<file path="src/verilog/list_ptr_regs.vh">
// Register offsets, field positions, reset values and timing for the list pointer block
`ifndef LIST_PTR_REGS_VH
`define LIST_PTR_REGS_VH
`define OFS_CTRL_HEAD 6'h20
`define OFS_CTRL_CUR 6'h24
`define OFS_BULK_HEAD 6'h28
`define OFS_BULK_CUR 6'h2C
`define OFS_DONE_HEAD 6'h30
`define OFS_LIST_CTRL 6'h00
`define OFS_INT_STATUS 6'h04
`define OFS_INT_MASK 6'h08
`define PTR_RESET 32'h00000000
`define PTR_MASK 32'hFFFFFFF0
`define BIT_CTRL_EN 0
`define BIT_BULK_EN 1
`define BIT_CTRL_FILLED 2
`define BIT_BULK_FILLED 3
`define BIT_WB_STATUS 0
`define BIT_LIST_END 1
`define INT_BITS 2
`define WB_PERIOD_NS 1000
`define CLK_PERIOD_NS 10
`define WB_PERIOD_CYC (`WB_PERIOD_NS / `CLK_PERIOD_NS)
`define WB_LAST_CNT 7'h63
`endif

</file>
<file path="src/verilog/list_walker.v">
// Walks one endpoint list: advances the current pointer and wraps through the filled flag
`timescale 1ns/1ps
`default_nettype none
module list_walker (
  input wire core_clk,
  input wire rst,
  input wire sw_write,
  input wire [31:0] sw_data,
  input wire served,
  input wire [31:0] next_ptr,
  input wire [31:0] head_ptr,
  input wire filled,
  output reg [31:0] cur_reg,
  output wire at_end,
  output wire clear_filled
);
`include "list_ptr_regs.vh"
  reg [31:0] cur_next;
  assign at_end = (cur_reg == `PTR_RESET);
  // Wrap only happens when the list is exhausted and software flagged new work
  assign clear_filled = served && at_end && filled;
  always @* begin
    cur_next = cur_reg;
    if (sw_write) begin
      cur_next = sw_data & `PTR_MASK;
    end else if (served && !at_end) begin
      cur_next = next_ptr & `PTR_MASK;
    end else if (clear_filled) begin
      cur_next = head_ptr & `PTR_MASK;
    end
  end
  always @(posedge core_clk or posedge rst) begin
    if (rst) begin
      cur_reg <= `PTR_RESET;
    end else begin
      cur_reg <= cur_next;
    end
  end
endmodule // list_walker
`default_nettype wire

</file>
<file path="src/verilog/done_queue.v">
// Done-queue head: links completed descriptors and writes the head back
`timescale 1ns/1ps
`default_nettype none
module done_queue (
  input wire core_clk,
  input wire rst,
  input wire td_done,
  input wire [31:0] td_addr,
  input wire wb_tick,
  output reg [31:0] head_reg,
  output reg link_valid_reg,
  output reg [31:0] link_addr_reg,
  output reg [31:0] link_data_reg,
  output reg wb_valid_reg,
  output reg [31:0] wb_data_reg
);
`include "list_ptr_regs.vh"
  reg [31:0] head_next;
  always @* begin
    head_next = head_reg;
    if (wb_tick && head_reg != `PTR_RESET) begin
      head_next = `PTR_RESET;
    end
    // A completion in the writeback cycle starts the next queue
    if (td_done) begin
      head_next = td_addr & `PTR_MASK;
    end
  end
  always @(posedge core_clk or posedge rst) begin
    if (rst) begin
      head_reg <= `PTR_RESET;
      link_valid_reg <= 1'b0;
      link_addr_reg <= `PTR_RESET;
      link_data_reg <= `PTR_RESET;
      wb_valid_reg <= 1'b0;
      wb_data_reg <= `PTR_RESET;
    end else begin
      head_reg <= head_next;
      link_valid_reg <= td_done;
      wb_valid_reg <= wb_tick && head_reg != `PTR_RESET;
      if (td_done) begin
        link_addr_reg <= td_addr & `PTR_MASK;
        link_data_reg <= (wb_tick ? `PTR_RESET : head_reg);
      end
      if (wb_tick && head_reg != `PTR_RESET) begin
        wb_data_reg <= head_reg;
      end
    end
  end
endmodule // done_queue
`default_nettype wire

</file>
<file path="src/verilog/list_pointers.v">
// List pointer registers of a USB host controller with Avalon-MM slave
// What this block does
// - After serving a control descriptor, current control pointer moves to the next.
// - At control list end, if filled flag set, reload head and clear flag.
// - Current control pointer resets to zero; zero marks end of list.
// - Bulk traversal starts at the bulk head pointer, loaded at initialisation.
// - Bulk endpoints served round-robin; current pointer advances after each.
// - At bulk list end, if bulk filled flag set, reload head and clear flag.
// - Current bulk pointer resets to zero; zero marks end of list.
// - Completed descriptor gets old done head linked, then becomes new head.
// - Done head writeback clears the register and sets writeback status.
`timescale 1ns/1ps
`default_nettype none
module list_pointers (
  input wire core_clk,
  input wire rst,
  input wire [5:0] avs_address,
  input wire avs_read,
  input wire avs_write,
  input wire [31:0] avs_writedata,
  input wire [3:0] avs_byteenable,
  output reg [31:0] avs_readdata,
  output wire avs_waitrequest,
  input wire ctrl_served,
  input wire [31:0] ctrl_next_ptr,
  input wire bulk_served,
  input wire [31:0] bulk_next_ptr,
  input wire init_load,
  input wire [31:0] init_bulk_head,
  input wire td_done,
  input wire [31:0] td_addr,
  output wire [31:0] ctrl_current_desc_ptr,
  output wire [31:0] bulk_current_desc_ptr,
  output wire link_valid,
  output wire [31:0] link_addr,
  output wire [31:0] link_data,
  output wire wb_valid,
  output wire [31:0] wb_data,
  output wire irq
);
`include "list_ptr_regs.vh"
  reg [31:0] ctrl_head_reg;
  reg [31:0] bulk_first_desc_ptr;
  reg [3:0] list_ctrl_reg;
  reg [`INT_BITS-1:0] int_status_reg;
  reg [`INT_BITS-1:0] int_mask_reg;
  reg ack_reg;
  reg [6:0] wb_cnt_reg;
  reg wb_tick;
  wire [31:0] completed_queue_head;
  wire ctrl_clear;
  wire bulk_clear;
  wire ctrl_end;
  wire bulk_end;
  wire [31:0] wmask;
  wire wr;
  wire rd;
  wire ctrl_cur_wr;
  wire bulk_cur_wr;
  wire ctrl_list_enable;
  wire bulk_list_enable;
  wire ctrl_list_filled_flag;
  wire bulk_current_field;
  wire [31:0] rd_data;

  function [31:0] merge;
    input [31:0] old;
    input [31:0] nw;
    input [31:0] m;
    begin
      merge = (old & ~m) | (nw & m);
    end
  endfunction

  // One wait cycle so reads always come from a registered mux
  assign avs_waitrequest = (avs_read || avs_write) && !ack_reg;
  // Writes land at the edge where waitrequest is seen low, not at the first one
  assign wr = avs_write && ack_reg;
  assign rd = avs_read && !ack_reg;
  genvar g;
  generate
    for (g = 0; g < 4; g = g + 1) begin : lanes
      assign wmask[g*8+7:g*8] = {8{avs_byteenable[g]}};
    end
  endgenerate

  assign ctrl_list_enable = list_ctrl_reg[`BIT_CTRL_EN];
  assign bulk_list_enable = list_ctrl_reg[`BIT_BULK_EN];
  assign ctrl_list_filled_flag = list_ctrl_reg[`BIT_CTRL_FILLED];
  assign bulk_current_field = list_ctrl_reg[`BIT_BULK_FILLED];
  // Writes while the list runs are dropped, so the walker never sees a torn pointer
  assign ctrl_cur_wr = wr && avs_address == `OFS_CTRL_CUR && !ctrl_list_enable;
  assign bulk_cur_wr = wr && avs_address == `OFS_BULK_CUR && !bulk_list_enable;

  list_walker ctrl_walk (
    .core_clk(core_clk),
    .rst(rst),
    .sw_write(ctrl_cur_wr),
    .sw_data(merge(ctrl_current_desc_ptr, avs_writedata, wmask)),
    .served(ctrl_served && ctrl_list_enable),
    .next_ptr(ctrl_next_ptr),
    .head_ptr(ctrl_head_reg),
    .filled(ctrl_list_filled_flag),
    .cur_reg(ctrl_current_desc_ptr),
    .at_end(ctrl_end),
    .clear_filled(ctrl_clear)
  );

  list_walker bulk_walk (
    .core_clk(core_clk),
    .rst(rst),
    .sw_write(bulk_cur_wr),
    .sw_data(merge(bulk_current_desc_ptr, avs_writedata, wmask)),
    .served(bulk_served && bulk_list_enable),
    .next_ptr(bulk_next_ptr),
    .head_ptr(bulk_first_desc_ptr),
    .filled(bulk_current_field),
    .cur_reg(bulk_current_desc_ptr),
    .at_end(bulk_end),
    .clear_filled(bulk_clear)
  );

  done_queue dq (
    .core_clk(core_clk),
    .rst(rst),
    .td_done(td_done),
    .td_addr(td_addr),
    .wb_tick(wb_tick),
    .head_reg(completed_queue_head),
    .link_valid_reg(link_valid),
    .link_addr_reg(link_addr),
    .link_data_reg(link_data),
    .wb_valid_reg(wb_valid),
    .wb_data_reg(wb_data)
  );

  // Writeback happens on a fixed divider tick standing in for the frame boundary
  always @(posedge core_clk or posedge rst) begin
    if (rst) begin
      wb_cnt_reg <= 7'h00;
      wb_tick <= 1'b0;
    end else if (wb_cnt_reg == `WB_LAST_CNT) begin
      wb_cnt_reg <= 7'h00;
      wb_tick <= 1'b1;
    end else begin
      wb_cnt_reg <= wb_cnt_reg + 7'h01;
      wb_tick <= 1'b0;
    end
  end

  always @(posedge core_clk or posedge rst) begin
    if (rst) begin
      ctrl_head_reg <= `PTR_RESET;
      bulk_first_desc_ptr <= `PTR_RESET;
      list_ctrl_reg <= 4'h0;
      int_mask_reg <= {`INT_BITS{1'b0}};
      ack_reg <= 1'b0;
    end else begin
      ack_reg <= (avs_read || avs_write) && !ack_reg;
      if (init_load) begin
        bulk_first_desc_ptr <= init_bulk_head & `PTR_MASK;
      end else if (wr && avs_address == `OFS_BULK_HEAD) begin
        bulk_first_desc_ptr <= merge(bulk_first_desc_ptr, avs_writedata, wmask) & `PTR_MASK;
      end
      if (wr && avs_address == `OFS_CTRL_HEAD) begin
        ctrl_head_reg <= merge(ctrl_head_reg, avs_writedata, wmask) & `PTR_MASK;
      end
      if (wr && avs_address == `OFS_INT_MASK && avs_byteenable[0]) begin
        int_mask_reg <= avs_writedata[`INT_BITS-1:0];
      end
      if (wr && avs_address == `OFS_LIST_CTRL && avs_byteenable[0]) begin
        list_ctrl_reg <= avs_writedata[3:0];
      end
      // Hardware clear of a filled flag wins only if software is not setting it now
      if (ctrl_clear && !(wr && avs_address == `OFS_LIST_CTRL && avs_byteenable[0] &&
          avs_writedata[2])) begin
        list_ctrl_reg[`BIT_CTRL_FILLED] <= 1'b0;
      end
      if (bulk_clear && !(wr && avs_address == `OFS_LIST_CTRL && avs_byteenable[0] &&
          avs_writedata[3])) begin
        list_ctrl_reg[`BIT_BULK_FILLED] <= 1'b0;
      end
    end
  end

  // Status is read-to-clear; a new event in the read cycle survives
  always @(posedge core_clk or posedge rst) begin
    if (rst) begin
      int_status_reg <= {`INT_BITS{1'b0}};
    end else begin
      if (rd && avs_address == `OFS_INT_STATUS) begin
        int_status_reg <= {`INT_BITS{1'b0}};
      end
      if (wb_tick && completed_queue_head != `PTR_RESET) begin
        int_status_reg[`BIT_WB_STATUS] <= 1'b1;
      end
      if ((ctrl_served && ctrl_end) || (bulk_served && bulk_end)) begin
        int_status_reg[`BIT_LIST_END] <= 1'b1;
      end
    end
  end

  assign irq = |(int_status_reg & int_mask_reg);

  assign rd_data =
    (avs_address == `OFS_CTRL_HEAD) ? ctrl_head_reg :
    (avs_address == `OFS_CTRL_CUR) ? ctrl_current_desc_ptr :
    (avs_address == `OFS_BULK_HEAD) ? bulk_first_desc_ptr :
    (avs_address == `OFS_BULK_CUR) ? bulk_current_desc_ptr :
    (avs_address == `OFS_DONE_HEAD) ? completed_queue_head :
    (avs_address == `OFS_LIST_CTRL) ? {28'h0000000, list_ctrl_reg} :
    (avs_address == `OFS_INT_STATUS) ? {30'h00000000, int_status_reg} :
    (avs_address == `OFS_INT_MASK) ? {30'h00000000, int_mask_reg} :
    32'h00000000;

  always @(posedge core_clk or posedge rst) begin
    if (rst) begin
      avs_readdata <= 32'h00000000;
    end else if (rd) begin
      avs_readdata <= rd_data;
    end
  end
endmodule // list_pointers
`default_nettype wire

</file>
<file path="config.mk">
export PLATFORM = sky130hd
export DESIGN_NAME = list_pointers
export DESIGN_NICKNAME = d
export VERILOG_FILES = /design/src/verilog/list_walker.v /design/src/verilog/done_queue.v /design/src/verilog/list_pointers.v
export VERILOG_INCLUDE_DIRS = /design/src /design/src/verilog
export SDC_FILE = /design/constraint.sdc
export NUM_CORES = 1
export LEC_CHECK = 0
export BUFFER_PORTS_ARGS = -buffer_cell sky130_fd_sc_hd__buf_2
export CAP_MARGIN = 5
export CORE_MARGIN = 2
export CORE_UTILIZATION = 53
export DETAILED_ROUTE_END_ITERATION = 10
export GPL_TIMING_DRIVEN = 0
export PLACE_DENSITY = 0.77
export SYNTH_ARGS = -nofsm -noshare
export SYNTH_HDL_FRONTEND = slang
export SYNTH_HIERARCHICAL = 1
export SYNTH_SLANG_ARGS = --single-unit
</file>
<file path="constraint.sdc">
create_clock -name core_clk -period 4.7 [get_ports core_clk]
set_clock_uncertainty 0.2 [all_clocks]
set_input_delay 0.47 -clock core_clk [delete_from_list [all_inputs] [get_ports core_clk]]
set_output_delay 0.47 -clock core_clk [all_outputs]
set_load 0.05 [all_outputs]
</file>
======== Word-level counts from Yosys, hierarchy flattened ========
Index checks and enable logic that the tools add are counted.
cells by class
  $add $sub $neg .......................... 1
  reduce and logical (&&, ||, !) cells .... 51
  bitwise operators ....................... 11
  muxes and demuxes ....................... 27
  eq/ne operators ......................... 8
operators by type and width
  cell                                                  number
  two-way mux 32 bit                                    16
  AND 32 bit                                            5
  bitwise OR 32 bit                                     4
  zero test 32 bit                                      2
  inverter 32 bit                                       1
  nonzero test 32 bit                                   1
  equality test 6 bit (second input constant)           5
  logical AND 1 bit                                     29
  nonzero test 2 bit                                    6
  two-way mux 4 bit                                     2
  adder 7 x 1 -> 7 bit (second input constant)          1
  equality test 7 bit (second input constant)           1
  zero test 1 bit                                       7
  two-way mux 7 bit                                     1
  equality test 6 x 3 -> 1 bit (second input constant)  1
  equality test 6 x 4 -> 1 bit (second input constant)  1
  zero test 6 bit                                       1
  two-way mux 2 bit                                     3
  nonzero test 3 bit                                    2
  two-way mux 1 bit                                     5
  AND 2 bit                                             1
  logical OR 1 bit                                      2
  OR reduction 2 bit                                    1
storage, ports and cells
  input port bits ......................... 178
  logic and storage cells ................. 118
  flip-flop bits (word level) ............. 299
  output and inout port bits .............. 196

======== Longest topological paths before layout ========
  depth in word-level cells ............... 9
  depth in mapped cells ................... 13
  mapped depth without buffers ............ 7

======== Modules after synthesis ========
Netlist, hierarchy kept.
modules (own cells, without submodules)
  module         times used  seq. area each (um2)  area an instance (um2)  cells an instance
  list_pointers  1           2627.5                6159.7                  689
  done_queue     1           2852.7                4516.8                  421
  list_walker    2           700.7                 1587.8                  146

======== Least setup slack after synthesis ========
OpenSTA, ideal clock, no wires.
  path type ............................... input to register
  from .................................... input port avs_address[2]
  to ...................................... register bulk_walk.cur_reg[16]
  setup time .............................. 0.125 ns
  stages on the path ...................... 13
  path buffers ............................ 6
  required time ........................... 4.375 ns
  setup slack ............................. 1.628 ns
  arrival ................................. 2.747 ns
  cells stage by stage .................... buf_2 > and2_1 > clkbuf_1 > and2_1 > buf_2 > buf_2 > nor3b_1 > or3_1 > o32a_1 > buf_2 > buf_2 > o22ai_1 > a21oi_2
on the way
  word-level cells in the longest chain between the ends .. 4
  elaborated cells between the ends (all ways) .. 5
  those cells by class .................... eq/ne: 1; mux: 1; reduce/logical: 3
RTL lines
  element                                                                    RTL line            RTL
  start, declared                                                            list_pointers.v:17  input wire [5:0] avs_address,
  equality test 6 bit (no source line) *                                     -
  logical AND 1 bit (no source line) *                                       -
  logical AND 1 bit *                                                        list_pointers.v:93  assign bulk_cur_wr = wr && avs_address == `OFS_BULK_CUR && !bulk_list_enable;
  named net bulk_cur_wr                                                      list_pointers.v:59  wire bulk_cur_wr;
  nonzero test 3 bit (no source line) or two-way mux 32 bit (tied branches)  -
  end signal, assigned                                                       list_walker.v:34    cur_reg <= `PTR_RESET;
  end signal, assigned                                                       list_walker.v:36    cur_reg <= cur_next;
  end, declared                                                              list_walker.v:13    output reg [31:0] cur_reg,
Mark *: on every way through the listed nets, which the timed path passes. The rest lies on a longest branch.
A chain may end at the register's enable or synchronous reset.

======== Final worst setup path ========
  from .................................... input port avs_address[4]
  to ...................................... register ctrl_walk.cur_reg[16]
on the way
  word-level cells in the longest chain between the ends .. 4
  elaborated cells between the ends (all ways) .. 5
  those cells by class .................... eq/ne: 1; mux: 1; reduce/logical: 3
RTL lines
  element                                                                    RTL line            RTL
  equality test 6 bit (no source line) *                                     -
  logical AND 1 bit (no source line) *                                       -
  logical AND 1 bit *                                                        list_pointers.v:92  assign ctrl_cur_wr = wr && avs_address == `OFS_CTRL_CUR && !ctrl_list_enable;
  named net ctrl_cur_wr                                                      list_pointers.v:58  wire ctrl_cur_wr;
  nonzero test 3 bit (no source line) or two-way mux 32 bit (tied branches)  -
  end signal, assigned                                                       list_walker.v:34
  end signal, assigned                                                       list_walker.v:36
  end, declared                                                              list_walker.v:13
Marks and branches as above.

==> results.tsv <==
metric	value	unit
routed_wl	52400	um
fin_cells	2200	
hold_ws	-0.00287	ns
yosysWarnings	6	
grt_setup_unrepaired	false	
grt_pass1_wl	77700	um
critPathArrivalTime	3.88	ns
fp.dieH	165	um
grt_max_degree	65	
fmax	276	MHz
r2r_end	ctrl_walk/cur_reg[15]	
dp_cells	2065	
track_usage	37.8	%
outcome	complete, but fails checks	
clock-root-buffer	clkbuf_16	
worstMarginPinSlew	0.969	ns
hp-class	in2reg	
slew_headroom	34.8	%
p_per_area	483	nW/um2
drive_gt1_share	29.3	%
die_x	165	um
clk_pin_slew	0.06	ns
slowest_stage	clkbuf_1	
p_leak	0.00914	uW
rows	58	
worstPathRequired	4.95	ns
htree_levels	1	
clkPwrFrac	28.3	%
ios	374	
ir_drop	332	uV
r2r_slack	1.40	ns
syn_inst	1381	
cts_tree	built	
multiInputGateArea	5860	um2
startpoint	avs_address[4]	
postRouteAntennaNets	0	
vias_per_cell	6.10	
regToRegStartpoint	ctrl_walk/cur_reg[20]	
seq_area	6880	um2
internal_power	4940	uW
period_share	77.2	%
numCtsBuffers	30	
final_hold_viol_count	2	
vias	13400	
finalSetupViolCount	0	
p_sw_share	42.6	%
syn_to_final_growth	29.3	%
drt_iter0_markers	1349	
finalCriticalPeriod	3.63	ns
critPathMostFrequentCell	clkbuf_1	
slew_violations	0	
clockBufferDepth	3	
violations	negative hold slack	
dr.pass1.iters	5	
p_sw	3660	uW
startpoint_type	input port	
crit_type	in2reg	
antenna_found_initial	2	
holdPathStages	2	
path_max_fanout	10	
start_util	54.3	%
numPortBuffers	330	
slowest_delay	0.54	ns
drc	0	
end_kind	flip-flop	
grt_pass1_vias	13400	
maxCapViolations	0	
fin_util	70.3	%
grt_overflow_total	0	
layout.nets	2025	
hold_start	avs_writedata[17]	
worstPathCellList	buf_2 > nor4b_2 > and2_1 > clkbuf_1 > clkbuf_1 > nor3b_1 > inv_1 > clkbuf_1 > clkbuf_1 > o22ai_1 > a21oi_2	
ff2ff_path_depth	7	
gp_congestion	0.982	
setup_slack	1.07	ns
nFillCells	1931	
die-area	27300	um2
wl_per_cell	23.8	um
worst_skew_pair.late_latency	0.57	ns
seq_power_share	39.0	%
cts.sinks	275	
synth_area_per_cell	9.97	um2
combPwrFrac	32.7	%
core_area	25300	um2
syn-cell-area	13800	um2
place_ws	0.667	ns
dp_hpwl	37700	um
how the worst max path moves through the flow:
stage | end | slack (ns) | depth (start not counted)
after floorplan | dq/head_reg[10] | 1.01 | 1
after global placement | avs_readdata[19] | -0.37 | 2
after detailed placement | ctrl_walk/cur_reg[16] | 0.67 | 11
after CTS | ctrl_walk/cur_reg[16] | 1.23 | 11
after global routing | ctrl_walk/cur_reg[16] | 0.93 | 11
final | ctrl_walk/cur_reg[16] | 1.07 | 11
per-layer routing:
| layer | global-route usage, % | routed length [um] | up-vias |
|---|---|---|---|
| li1 | - | - | 5844 |
| met1 | 46.1 | 19300 | 6462 |
| met2 | 62.3 | 24400 | 919 |
| met3 | 10.7 | 6160 | 184 |
| met4 | 17.4 | 2550 | 2 |
| met5 | 0 | 9 | - |
per-stage QoR:
| step | area (um2) | power, uW | setup TNS (ns) |
|---|---|---|---|
| after floorplan | 13800 | 5170 | 0 |
| after global placement | 15900 | 6010 | -63.97 |
| after detailed placement | 16000 | 6070 | 0 |
| after CTS | 17800 | 8520 | 0 |
| after global routing | 17800 | 8890 | 0 |
| final | 17800 | 8600 | 0 |
what timing repair did:
item                      in CTS  in global routing
resized for setup              0                  0
buffers inserted               0                  0
hold endpoints to repair     187                  0
hold buffers                  78                  0
power by group through the flow:
stage               Clock (uW)  Combinational (uW)  Sequential, uW
detailed placement           0                2720            3350
floorplan                    0                 857            4310
finish                    2430                2810            3350
global placement             0                2670            3350
CTS                       2430                2780            3320
global route              2530                2990            3370
layout by cell type, fill, tap and decap left out, types with 4 or more instances in the layout:
master	count
conb_1	24
buf_1	4
o21ai_0	141
buf_6	7
nand3_1	5
a22o_1	15
o31ai_1	4
dfrtp_1	275
clkbuf_16	31
mux2_2	47
buf_4	25
mux2i_1	87
a31oi_1	4
nand2b_1	32
and2_1	11
a21oi_2	40
clkbuf_1	71
a21oi_1	23
a221oi_1	56
dlygate4sd3_1	78
nand2_1	124
nand4_1	6
clkinv_2	8
o22ai_1	111
nor2_1	39
and3_1	31
clkbuf_8	4
o21ai_1	5
inv_1	117
buf_2	356
or4_4	4
nor4_1	28
layout make-up:
| type | instances | share of cell area, % |
|---|---|---|
| Sequential cell | 275 | 38.7 |
| Multi-Input combinational cell | 881 | 32.9 |
| Timing Repair Buffer | 412 | 14.2 |
| Clock buffer | 42 | 4.81 |
| Buffer | 126 | 3.66 |
| Inverter | 120 | 2.56 |
| Tap cell | 330 | 2.32 |
| Clock inverter | 13 | 0.822 |
| Antenna cell | 1 | 0.0141 |
critical path: cells and delay by family:
family | cells | cell delay [ns]
buf+inv | 6 | 1.94
compound gates | 2 | 0.39
simple gates | 3 | 1.05
Note: power is estimated with default switching activity, not from simulation.
